--- config.mk ---
export PLATFORM = sky130hd
export DESIGN_NAME = fbci_host
export DESIGN_NICKNAME = d
export VERILOG_FILES = /design/src/shared/fbci_pkg.sv /design/src/shared/fbci_cyc_if.sv /design/src/hw/fbci_pin_drv.sv /design/src/hw/fbci_host.sv
export SDC_FILE = /design/constraint.sdc
export NUM_CORES = 1
export LEC_CHECK = 0
export ABC_AREA = 1
export BUFFER_PORTS_ARGS = -buffer_cell sky130_fd_sc_hd__buf_2
export CORE_MARGIN = 5
export CORE_UTILIZATION = 26
export DETAILED_ROUTE_END_ITERATION = 10
export PLACE_DENSITY_LB_ADDON = 0.1
export SYNTH_ARGS = -nofsm -noshare
export SYNTH_HDL_FRONTEND = slang
export SYNTH_SLANG_ARGS = --single-unit
--- constraint.sdc ---
create_clock -name sys_clk -period 5.25 [get_ports sys_clk]
set_clock_uncertainty 0.15 [all_clocks]
set_input_delay 1.05 -clock sys_clk [delete_from_list [all_inputs] [get_ports sys_clk]]
set_output_delay 1.05 -clock sys_clk [all_outputs]
set_load 0.005 [all_outputs]
--- src/shared/fbci_pkg.sv ---
// Purpose: Constants and types shared by the flash host controller files
// Assumes: 200 MHz sys_clk, byte-wide flash with 18 address lines
// Notes: Pulse and cycle times are minimums; counts round up
package fbci_pkg;
  localparam int ADDR_W = 18;
  localparam int DATA_W = 8;
  localparam int CLK_PERIOD_PS = 5000;
  // Bus phase timing, in ps as a whole figure
  localparam int T_SETUP_PS = 50000;
  localparam int T_STROBE_PS = 100000;
  localparam int T_HOLD_PS = 50000;
  localparam int T_ACCESS_PS = 150000;
  localparam int SETUP_CYC = (T_SETUP_PS + CLK_PERIOD_PS - 1) / CLK_PERIOD_PS;
  localparam int STROBE_CYC = (T_STROBE_PS + CLK_PERIOD_PS - 1) / CLK_PERIOD_PS;
  localparam int HOLD_CYC = (T_HOLD_PS + CLK_PERIOD_PS - 1) / CLK_PERIOD_PS;
  localparam int ACCESS_CYC = (T_ACCESS_PS + CLK_PERIOD_PS - 1) / CLK_PERIOD_PS;
  localparam int CNT_W = 16;
  // Command register values
  localparam logic [7:0] CMD_READ = 8'h00;
  localparam logic [7:0] CMD_IDENT = 8'h90;
  localparam logic [7:0] CMD_ERASE = 8'h20;
  localparam logic [7:0] CMD_ERASE_VFY = 8'hA0;
  localparam logic [7:0] CMD_PROG = 8'h40;
  localparam logic [7:0] CMD_PROG_VFY = 8'hC0;
  localparam logic [7:0] CMD_RESET = 8'hFF;
  localparam int ADDR_BIT_ZERO = 0;
  localparam int ADDR_BIT_NINE = 9;
  typedef enum logic [2:0] {
    FBCI_OP_READ = 3'h0,
    FBCI_OP_WRITE = 3'h1,
    FBCI_OP_IDENT_PIN = 3'h2,
    FBCI_OP_IDLE = 3'h3
  } fbci_op_e;
endpackage

--- src/shared/fbci_cyc_if.sv ---
// Purpose: Carries one bus cycle request between sequencer and pin driver
// Assumes: Single clock, sys_clk
// Notes: Request held while valid and not ready
`timescale 1ns/100ps
interface fbci_cyc_if;
  import fbci_pkg::*;
  logic valid;
  logic ready;
  fbci_op_e op;
  logic [ADDR_W-1:0] addr;
  logic [DATA_W-1:0] wdata;
  logic [DATA_W-1:0] rdata;
  logic done;
  modport seq (output valid, output op, output addr, output wdata,
    input ready, input rdata, input done);
  modport pin (input valid, input op, input addr, input wdata,
    output ready, output rdata, output done);
endinterface

--- src/hw/fbci_pin_drv.sv ---
// Purpose: Drives one flash bus cycle on the pins with fixed phase timing
// Assumes: Flash pins sampled synchronously to sys_clk
// Notes: Address set from the setup phase, before strobe fall; data held until after strobe rise
`timescale 1ns/100ps
module fbci_pin_drv
  import fbci_pkg::*;
(
  input wire logic sys_clk,
  input wire logic sys_rst,
  fbci_cyc_if.pin cyc,
  output logic chip_sel_n,
  output logic out_gate_n,
  output logic wr_strobe_n,
  output logic [ADDR_W-1:0] addr_out,
  output logic id_volt_en,
  output logic [DATA_W-1:0] dq_o,
  output logic dq_oe,
  input wire logic [DATA_W-1:0] dq_i
);
  typedef enum logic [3:0] {
    PD_IDLE = 4'b0001, PD_SETUP = 4'b0010, PD_STROBE = 4'b0100, PD_HOLD = 4'b1000
  } fbci_pd_e;
  typedef struct packed {
    fbci_pd_e st;
    logic [CNT_W-1:0] cnt;
    fbci_op_e op;
    logic [ADDR_W-1:0] addr;
    logic [DATA_W-1:0] wdata;
    logic [DATA_W-1:0] rdata;
    logic done;
  } fbci_pd_s;
  fbci_pd_s s_r, s_nxt;
  localparam logic [CNT_W-1:0] SETUP_N = CNT_W'(SETUP_CYC - 1);
  localparam logic [CNT_W-1:0] STROBE_N = CNT_W'(STROBE_CYC - 1);
  localparam logic [CNT_W-1:0] ACCESS_N = CNT_W'(ACCESS_CYC - 1);
  localparam logic [CNT_W-1:0] HOLD_N = CNT_W'(HOLD_CYC - 1);
  always_comb begin
    s_nxt = s_r;
    s_nxt.done = 1'b0;
    unique case (s_r.st)
      PD_IDLE: begin
        if (cyc.valid) begin
          s_nxt.op = cyc.op;
          s_nxt.addr = cyc.addr;
          s_nxt.wdata = cyc.wdata;
          s_nxt.cnt = SETUP_N;
          s_nxt.st = PD_SETUP;
        end
      end
      PD_SETUP: begin
        if (s_r.cnt == '0) begin
          s_nxt.cnt = (s_r.op == FBCI_OP_WRITE) ? STROBE_N : ACCESS_N;
          s_nxt.st = PD_STROBE;
        end else begin
          s_nxt.cnt = s_r.cnt - 1'b1;
        end
      end
      PD_STROBE: begin
        if (s_r.cnt == '0) begin
          s_nxt.rdata = dq_i;
          s_nxt.cnt = HOLD_N;
          s_nxt.st = PD_HOLD;
        end else begin
          s_nxt.cnt = s_r.cnt - 1'b1;
        end
      end
      PD_HOLD: begin
        if (s_r.cnt == '0) begin
          s_nxt.done = 1'b1;
          s_nxt.st = PD_IDLE;
        end else begin
          s_nxt.cnt = s_r.cnt - 1'b1;
        end
      end
      default: s_nxt.st = PD_IDLE;
    endcase
  end
  always_ff @(posedge sys_clk or posedge sys_rst) begin
    if (sys_rst) begin
      s_r <= '{st: PD_IDLE, cnt: '0, op: FBCI_OP_IDLE, addr: '0, wdata: '0,
        rdata: '0, done: 1'b0};
    end else begin
      s_r <= s_nxt;
    end
  end
  wire active = (s_r.st != PD_IDLE);
  wire is_wr = (s_r.op == FBCI_OP_WRITE);
  assign cyc.ready = (s_r.st == PD_IDLE);
  assign cyc.rdata = s_r.rdata;
  assign cyc.done = s_r.done;
  assign chip_sel_n = !active;
  // Write keeps the output gate high so the flash never drives against us
  assign out_gate_n = !(active && !is_wr);
  assign wr_strobe_n = !(is_wr && s_r.st == PD_STROBE);
  assign addr_out = active ? s_r.addr : '0;
  assign id_volt_en = active && s_r.op == FBCI_OP_IDENT_PIN;
  assign dq_o = is_wr ? s_r.wdata : '0;
  // Data driven across the strobe rise and through hold
  assign dq_oe = is_wr && (s_r.st == PD_STROBE || s_r.st == PD_HOLD);
  a_wr_gate: assert property (@(posedge sys_clk) disable iff (sys_rst)
    !wr_strobe_n |-> (!chip_sel_n && out_gate_n && dq_oe))
    else $error("strobe low without select, gate high and data");
  a_hold_data: assert property (@(posedge sys_clk) disable iff (sys_rst)
    $rose(wr_strobe_n) |-> dq_oe && $stable(dq_o))
    else $error("data not held at strobe rise");
endmodule

--- src/hw/fbci_host.sv ---
// Purpose: Host controller issuing flash commands and bus cycles via pins
// Assumes: Program supply switch driven by this block; pins synchronous
// Notes: Erase/program pulse length set by gap to the verify write
`timescale 1ns/100ps
module fbci_host
  import fbci_pkg::*;
#(
  parameter int PULSE_W = 24
)
(
  input wire logic sys_clk,
  input wire logic sys_rst,
  input wire logic req_valid,
  output logic req_ready,
  input wire fbci_pkg::fbci_op_e req_kind,
  input wire logic [2:0] req_cmd,
  input wire logic [fbci_pkg::ADDR_W-1:0] req_addr,
  input wire logic [fbci_pkg::DATA_W-1:0] req_data,
  input wire logic [PULSE_W-1:0] req_pulse,
  input wire logic supply_high_req,
  output logic resp_valid,
  output logic resp_err,
  output logic [fbci_pkg::DATA_W-1:0] resp_data,
  output logic prog_supply_en,
  output logic chip_sel_n,
  output logic out_gate_n,
  output logic wr_strobe_n,
  output logic [fbci_pkg::ADDR_W-1:0] flash_addr,
  output logic id_volt_en,
  output logic [fbci_pkg::DATA_W-1:0] dq_o,
  output logic dq_oe,
  input wire logic [fbci_pkg::DATA_W-1:0] dq_i
);
  import fbci_pkg::*;
  // Operation codes on req_cmd when req_kind is FBCI_OP_WRITE
  localparam logic [2:0] HC_READ = 3'h0;
  localparam logic [2:0] HC_IDENT = 3'h1;
  localparam logic [2:0] HC_ERASE = 3'h2;
  localparam logic [2:0] HC_PROG = 3'h3;
  localparam logic [2:0] HC_RESET = 3'h4;
  typedef enum logic [5:0] {
    HS_IDLE = 6'b000001, HS_WR1 = 6'b000010, HS_WR2 = 6'b000100,
    HS_PULSE = 6'b001000, HS_VFY = 6'b010000, HS_RD = 6'b100000
  } fbci_hs_e;
  typedef struct packed {
    fbci_hs_e st;
    logic [2:0] cmd;
    logic [ADDR_W-1:0] addr;
    logic [DATA_W-1:0] data;
    logic [PULSE_W-1:0] cnt;
    logic supply;
    logic issued;
    logic resp_valid;
    logic resp_err;
    logic [DATA_W-1:0] resp_data;
  } fbci_hs_s;
  fbci_hs_s s_r, s_nxt;
  fbci_cyc_if cyc();
  function automatic logic alters_array(input logic [2:0] c);
    return c == HC_ERASE || c == HC_PROG;
  endfunction
  function automatic logic [7:0] first_byte(input logic [2:0] c);
    unique case (c)
      HC_READ: return CMD_READ;
      HC_IDENT: return CMD_IDENT;
      HC_ERASE: return CMD_ERASE;
      HC_PROG: return CMD_PROG;
      default: return CMD_RESET;
    endcase
  endfunction
  wire is_cmd = req_kind == FBCI_OP_WRITE;
  // Array changes refused while supply low, the flash would ignore them
  wire refuse = is_cmd && alters_array(req_cmd) && !s_r.supply;
  always_comb begin
    s_nxt = s_r;
    s_nxt.resp_valid = 1'b0;
    s_nxt.issued = s_r.issued;
    // Supply only changes between sequences, never as a request is taken
    if (s_r.st == HS_IDLE && !req_valid) begin
      s_nxt.supply = supply_high_req;
    end
    unique case (s_r.st)
      HS_IDLE: begin
        s_nxt.issued = 1'b0;
        if (req_valid) begin
          s_nxt.cmd = req_cmd;
          s_nxt.addr = req_addr;
          s_nxt.data = req_data;
          s_nxt.cnt = req_pulse;
          if (refuse) begin
            s_nxt.resp_valid = 1'b1;
            s_nxt.resp_err = 1'b1;
          end else if (is_cmd && !s_r.supply) begin
            s_nxt.resp_valid = 1'b1;
            s_nxt.resp_err = 1'b1;
          end else begin
            s_nxt.resp_err = 1'b0;
            s_nxt.st = is_cmd ? HS_WR1 : HS_RD;
          end
        end
      end
      HS_WR1: begin
        if (cyc.done) begin
          s_nxt.issued = 1'b0;
          s_nxt.st = (s_r.cmd == HC_READ || s_r.cmd == HC_IDENT) ? HS_IDLE : HS_WR2;
          s_nxt.resp_valid = (s_r.cmd == HC_READ || s_r.cmd == HC_IDENT);
        end else if (cyc.ready) begin
          s_nxt.issued = 1'b1;
        end
      end
      HS_WR2: begin
        if (cyc.done) begin
          s_nxt.issued = 1'b0;
          s_nxt.st = alters_array(s_r.cmd) ? HS_PULSE : HS_IDLE;
          s_nxt.resp_valid = !alters_array(s_r.cmd);
        end else if (cyc.ready) begin
          s_nxt.issued = 1'b1;
        end
      end
      HS_PULSE: begin
        // Pulse is a minimum; extra cycles are harmless thanks to stop timer
        if (s_r.cnt == '0) begin
          s_nxt.st = HS_VFY;
        end else begin
          s_nxt.cnt = s_r.cnt - 1'b1;
        end
      end
      HS_VFY: begin
        if (cyc.done) begin
          s_nxt.issued = 1'b0;
          s_nxt.cmd = HC_READ;
          s_nxt.st = HS_RD;
        end else if (cyc.ready) begin
          s_nxt.issued = 1'b1;
        end
      end
      HS_RD: begin
        if (cyc.done) begin
          s_nxt.resp_data = cyc.rdata;
          s_nxt.resp_valid = 1'b1;
          s_nxt.st = HS_IDLE;
        end else if (cyc.ready) begin
          s_nxt.issued = 1'b1;
        end
      end
      default: s_nxt.st = HS_IDLE;
    endcase
  end
  always_ff @(posedge sys_clk or posedge sys_rst) begin
    if (sys_rst) begin
      s_r <= '{st: HS_IDLE, cmd: HC_READ, addr: '0, data: '0, cnt: '0, supply: 1'b0,
        issued: 1'b0, resp_valid: 1'b0, resp_err: 1'b0, resp_data: '0};
    end else begin
      s_r <= s_nxt;
    end
  end
  logic rd_ident;
  logic [DATA_W-1:0] wr_val;
  always_comb begin
    rd_ident = 1'b0;
    wr_val = first_byte(s_r.cmd);
    cyc.op = FBCI_OP_READ;
    if (s_r.st == HS_RD && req_kind == FBCI_OP_IDENT_PIN) begin
      rd_ident = 1'b1;
    end
    if (s_r.st == HS_WR2) begin
      // Program second cycle carries address and data to be latched
      wr_val = (s_r.cmd == HC_PROG) ? s_r.data : first_byte(s_r.cmd);
    end else if (s_r.st == HS_VFY) begin
      wr_val = (s_r.cmd == HC_PROG) ? CMD_PROG_VFY : CMD_ERASE_VFY;
    end
    if (s_r.st == HS_WR1 || s_r.st == HS_WR2 || s_r.st == HS_VFY) begin
      cyc.op = FBCI_OP_WRITE;
    end else if (rd_ident) begin
      cyc.op = FBCI_OP_IDENT_PIN;
    end
  end
  // Pin identifier uses only bit zero and elevated bit nine
  assign cyc.addr = rd_ident ?
    ADDR_W'({s_r.addr[ADDR_BIT_ZERO]} << ADDR_BIT_ZERO) : s_r.addr;
  assign cyc.wdata = wr_val;
  assign cyc.valid = (s_r.st inside {HS_WR1, HS_WR2, HS_VFY, HS_RD}) && !s_r.issued;
  fbci_pin_drv u_drv (
    .sys_clk(sys_clk),
    .sys_rst(sys_rst),
    .cyc(cyc),
    .chip_sel_n(chip_sel_n),
    .out_gate_n(out_gate_n),
    .wr_strobe_n(wr_strobe_n),
    .addr_out(flash_addr),
    .id_volt_en(id_volt_en),
    .dq_o(dq_o),
    .dq_oe(dq_oe),
    .dq_i(dq_i)
  );
  assign req_ready = s_r.st == HS_IDLE;
  assign resp_valid = s_r.resp_valid;
  assign resp_err = s_r.resp_err;
  assign resp_data = s_r.resp_data;
  assign prog_supply_en = s_r.supply;
  a_no_wr_low: assert property (@(posedge sys_clk) disable iff (sys_rst)
    !wr_strobe_n |-> prog_supply_en)
    else $error("write strobe with supply low");
  a_refuse: assert property (@(posedge sys_clk) disable iff (sys_rst)
    req_ready && req_valid && refuse |=> resp_valid && resp_err && req_ready)
    else $error("array request with supply low not refused");
  a_vfy_after_pulse: assert property (@(posedge sys_clk) disable iff (sys_rst)
    s_r.st == HS_PULSE && s_r.cnt == '0 |=> s_r.st == HS_VFY ##[1:80] !wr_strobe_n)
    else $error("verify write not issued after pulse");
  a_supply_hold: assert property (@(posedge sys_clk) disable iff (sys_rst)
    !req_ready |=> $stable(prog_supply_en))
    else $error("supply changed mid sequence");
  a_id_addr: assert property (@(posedge sys_clk) disable iff (sys_rst)
    id_volt_en |-> flash_addr[ADDR_W-1:1] == '0 && out_gate_n == 1'b0)
    else $error("identifier read with other address bits high");
  a_float: assert property (@(posedge sys_clk) disable iff (sys_rst)
    !out_gate_n |-> !dq_oe)
    else $error("host drives data while flash outputs enabled");
endmodule

# After elaboration in Yosys (flattened, before gate mapping)
# Index checks and enable logic that the tools add are counted.
# word_totals
regBits	129
latch_bits	0
ramBits	0
rom_bits	0
inputBits	68
output_inout_bits	43
memories	0
# op_classes
n_addsub	2
n_mul	0
div_mod_pow	0
order_cmp	0
n_eq_ne	35
n_shift	0
n_mux	50
bitwise_logic	0
n_reduce_logical	43
# op_table
op	n
case mux 16 bit (4 select lines)	1
2-to-1 mux 59 bit	1
2-to-1 mux 49 bit	1
2-to-1 mux 16 bit	3
case mux 24 bit (2 select lines)	1
2-to-1 mux 6 bit	7
2-to-1 mux 18 bit	2
case mux 6 bit (6 select lines)	1
2-to-1 mux 8 bit	4
case mux 8 bit (4 select lines)	1
logical NOT 24 bit	1
2-to-1 mux 24 bit	1
case mux 8 bit (3 select lines)	1
subtractor 24 x 1 -> 24 bit, second input constant	1
2-to-1 mux 4 bit	5
equality test 3 x 2 -> 1 bit, second input constant	6
logical NOT 16 bit	1
!= test 2 bit, second input constant	8
case mux 4 bit (4 select lines)	1
subtractor 16 x 1 -> 16 bit, second input constant	1
!= test 2 x 1 -> 1 bit, second input constant	7
logical AND 1 bit	10
2-to-1 mux 1 bit	10
AND reduction 2 bit	5
other kinds (29)	50

# Depth between registers and ports, before layout
# logic_depth
ltp_word	7
mapped_depth	13

# Hierarchy
# From an unflattened synthesis, not the netlist that was laid out.
# unflattened
cells_unflattened	1001
area_unflattened_um2	7339.5
# modules_own_cells
module	n_inst	cells_per_inst	area_each_um2	seq_area_each_um2
fbci_host	1	586	4194.0	1778.0
fbci_pin_drv	1	415	3145.5	1455.1

# Worst setup path before layout
# Ideal clock, no wire load.
# synth_path
kind	register -> output
startpoint	register u_drv.s_r[54] (netlist name)
endpoint	output port flash_addr[10] (netlist name)
arrival_ns	1.143
t_required_ns	4.050
path_slack_ns	2.907
stages_incl_launch_ff	5
path_buffers	1
path_cell_list	dfstp_2 -> nand3_1 -> inv_1 -> clkbuf_1 -> nor2_1
# synth_via
elab_chain_len	2
# synth_rtl
item	line_no	source
from (decl)	fbci_pin_drv.sv:32	fbci_pd_s s_r, s_nxt;
from (signal assigned)	fbci_pin_drv.sv:80	s_r <= '{st: PD_IDLE, cnt: '0, op: FBCI_OP_IDLE, addr: '0, wdata: '0,
from (signal assigned)	fbci_pin_drv.sv:83	s_r <= s_nxt;
!= test 4 x 1 -> 1 bit	fbci_pin_drv.sv:86	wire active = (s_r.st != PD_IDLE);
2-to-1 mux 18 bit	fbci_pin_drv.sv:95	assign addr_out = active ? s_r.addr : '0;
to (decl)	fbci_host.sv:28	output logic [fbci_pkg::ADDR_W-1:0] flash_addr,
# No other way between the ends.

# Worst setup path after layout
# layout_path
startpoint	register u_drv.s_r[35] (netlist name)
endpoint	output port dq_oe
# layout_via
elab_chain_len	2
# layout_rtl
item	line_no	source
equality test 3 x 1 -> 1 bit	fbci_pin_drv.sv:87	wire is_wr = (s_r.op == FBCI_OP_WRITE);
logical AND 1 bit	fbci_pin_drv.sv:99	assign dq_oe = is_wr && (s_r.st == PD_STROBE || s_r.st == PD_HOLD);
to (decl)	fbci_host.sv:31	output logic dq_oe,
# No other way between the ends.

==> results.txt <==
* Most common cell after layout, fill and taps aside: nand2_1
- Chain of cells forming the critical path: inv_1, nor2_1, inv_1, a21oi_1, buf_2
* Ys async rst share: 100%
- Average detailed-routed wire length per instance: 14.3 µm
* Number of placed instances, taps included: 1408
- GRT Residual Overflow: 0
- In the final layout, flip-flops and latches occupy 3210 µm².
* Post-synthesis sequential area ratio: 45.7%
- Min cycle time layout: 3.27 ns
* Summed instance area of the synthesized netlist: 7020 µm²
* Number of max-slew violations in the final report: 0
- In this run the vertical extent of the chip is 174 µm.
* Max Clock Freq: 306 MHz
* Post-route DRC violation count: 0
* Final-report hold violation count: 0
* Most numerous cell on the critical path: inv_1
- Maximum number of pins on one net before global-route repair: 66
* Core region area: 26700 µm²
* Vias in the first global route: 6420
* Data arrival time of the critical path: 2.07 ns
- Setup violations remaining at the end of the flow were counted as 0.
* Share of post-route cells with drive strength above 1: 16.1%
- After clock tree synthesis, the flow added hold-fix buffers numbering 0.
- Min-delay worst type: reg2reg
- Setup repair after global routing missed its margin: false
- Across the run, the number of max-cap violations was 0.
- At the pin with the least slew margin, the transition time is 0.988 ns.
* Total CTS buffers: 17
- The die covers 30400 µm².
* Number of unique standard cell types used by synthesis: 38
- Yosys warning total: 0
* Count of filler cells inserted in the layout: 2942
- For this design the static power due to leakage is 4.45 nW.
- The H-tree generated during clock tree synthesis spans 4 levels.
* Clock slew at the register clock pins of the worst setup and hold paths: 0.07 ns
- The pre-antenna-repair detailed-routing pass consisted of 5 iterations.
- Run status: completed
- Mean number of vias per cell: 4.44
- On the final layout, the worst hold slack is 0.326 ns.
* Cells after Synth: 991
* Area used by multi-input combinational logic: 3160 µm²
- The average instance in the mapped netlist occupies 7.08 µm².
- Longest individual stage delay on the worst path: 0.52 ns
* # resized after CTS: 0
- Placer's final routability congestion estimate: 0.782
* CP Launch Type: register
- The number of nets in the synthesized netlist is 1062.
* Kind of end point of the critical path: output pin
* Syn-to-layout area delta: 20.3%
- Global routing used 13.8% of the available tracks across all layers.
- The synthesized design contains 128 register bits.
* Top flip-flop cell by instance count after synthesis: dfrtp_1
- Total negative slack for setup checks: 0 ns
* Remaining max-slew budget at the tightest pin: 34.1%
- Diode insertion count for antenna repair: 0
- Post-CTS Setup Repair Bufs: 0
- Commonest non-fill, non-tap cells in the layout: 316 x nand2_1, 149 x nor2_1, 124 x dfrtp_1, 110 x buf_2, 98 x inv_1
- VDD sags by at most 228 µV.
* Starting density of the core: 26.2%
- In this run, synthesis inferred 0 flip-flops with an integrated enable.
- Wire length of the first global-routing pass: 33900 µm
* Power density cells: 522 nW/µm²
* Antenna violations before repair: 0
* Root buf cell: clkbuf_16
- Sum of net half-perimeters after detailed placement: 14400 µm
* Via count of the routed design: 6392
* Clock tree from TritonCTS: built
- Final Cycle Share: 62.2%
- Along the worst path, the maximum fanout reaches 11.
* Number of cells in the finished layout apart from fillers: 1440
* Count of buffer and inverter cells on the critical path: 3
* Worst skew pair latency: 0.43 ns
- During placement, the flow inserted port buffers numbering 110.
* Clk sink count: 128
- CP required: 4.05 ns
- Remaining antenna violation count: 0
- The kind of cell with the highest combined delay along the critical path is buffers and inverters.
* Drt total wl: 20500 µm
* DRC violation total after the first TritonRoute iteration: 290
- Die width: 174 µm
- The slowest stage of the critical path belongs to the cell dfstp_2.
* Longest Clk Path Bufs: 2
* I/O pin total: 111
* Row count: 60
- Nets@finish: 1157
* Classification of the worst setup path: reg2out
## report_power, final
part	switching (W)	internal, W	leakage (nW)
clock	0.000572	0.000739	0.312
sequential	0.000184	0.00131	1.64
combinational	0.00111	0.000493	2.50
## worst reg2reg max path: stages (launching register included)
cell,delay [ns]
dfrtp_1,0.44
nor2_4,0.16
nand2_1,0.08
nor2_2,0.07
buf_4,0.28
inv_2,0.21
nand2_1,0.15
nand2_1,0.07
inv_2,0.05
nand2_2,0.20
inv_2,0.53
nand2_1,0.11
nor2_1,0.13
nor2_1,0.05
## synthesized netlist by cell type (2+ instances only)
cell,number,area (µm²)
nor3_1,6,30.0
nand4_1,18,113
xor2_1,8,70.1
clkbuf_1,11,41.3
inv_2,7,26.3
a21oi_1,24,120
buf_6,5,56.3
dfstp_2,4,105
buf_4,12,90.1
and2_1,2,12.5
ha_1,3,37.5
nor2_1,150,563
inv_1,99,372
o21ai_1,30,150
nand2_2,4,25.0
dfrtp_1,124,3100
buf_2,12,60.1
o21ai_0,61,305
nand2_1,316,1190
nand3_1,72,360
nor2_2,4,25.0
xnor2_1,3,26.3
## flip-flops by register name (all words and copies together), names as in the netlist
register and cells:
resp_valid 1, prog_supply_en 1, u_drv.cyc.rdata 8, resp_data 8
u_drv.cyc.done 1, s_r 60, resp_err 1, u_drv.s_r 48
## final cells by class
cell class | instances | share of cell area (%)
Clock buffer | 17 | 5.04
Clock inverter | 15 | 2.55
Inverter | 106 | 4.77
Multi-Input combinational cell | 717 | 37.5
Sequential cell | 128 | 38.0
Tap cell | 341 | 5.06
Timing Repair Buffer | 116 | 7.06
## cells by family after synthesis
logic type                 after synthesis  synth area share, %
muxes                                    1                0.161
and+or+nand+nor                        578                 33.8
adders and majority gates                3                0.535
AOI/OAI and AO/OA                      124                 9.20
DFF                                    128                 45.7
xor gates and xnor gates                11                 1.37
buffers and inverters                  146                 9.20
## through the flow
step | setup WS [ns] | instance area, µm² | total power, W | utilization [%]
floorplan | 0.644 | 7020 | 0.00268 | -
global placement | 2.31 | 7800 | 0.00314 | 29.2
detailed placement | 2.37 | 7800 | 0.00314 | 29.2
CTS | 1.91 | 8440 | 0.00448 | 31.6
global route | 1.75 | 8440 | 0.00479 | 31.6
finish | 1.98 | 8440 | 0.00440 | 31.6
## path summary, 6_finish.rpt
path                                       to     startpoint  cells past startpoint  slack [ns]
worst max-delay path                    dq_oe  u_drv.s_r[35]                      5        1.98
min in group asynchronous       u_drv.s_r[48]        sys_rst                      2        0.57
worst max register to register        s_r[33]        s_r[69]                     13        2.47
worst min register to register        s_r[61]        s_r[61]                      2        0.33
worst min-delay path                  s_r[61]        s_r[61]                      2        0.33
max in group asynchronous       u_drv.s_r[54]        sys_rst                      3        3.44
## layer usage
metal / up-vias / global-route usage, % / routed length, µm
li1: 3314 / - / -
met1: 2934 / 18.5 / 10000
met2: 127 / 22.6 / 9510
met3: 17 / 2.94 / 754
met4: 0 / 4.06 / 271
met5: - / 0 / 0
Power figures use the tool's default switching activity.
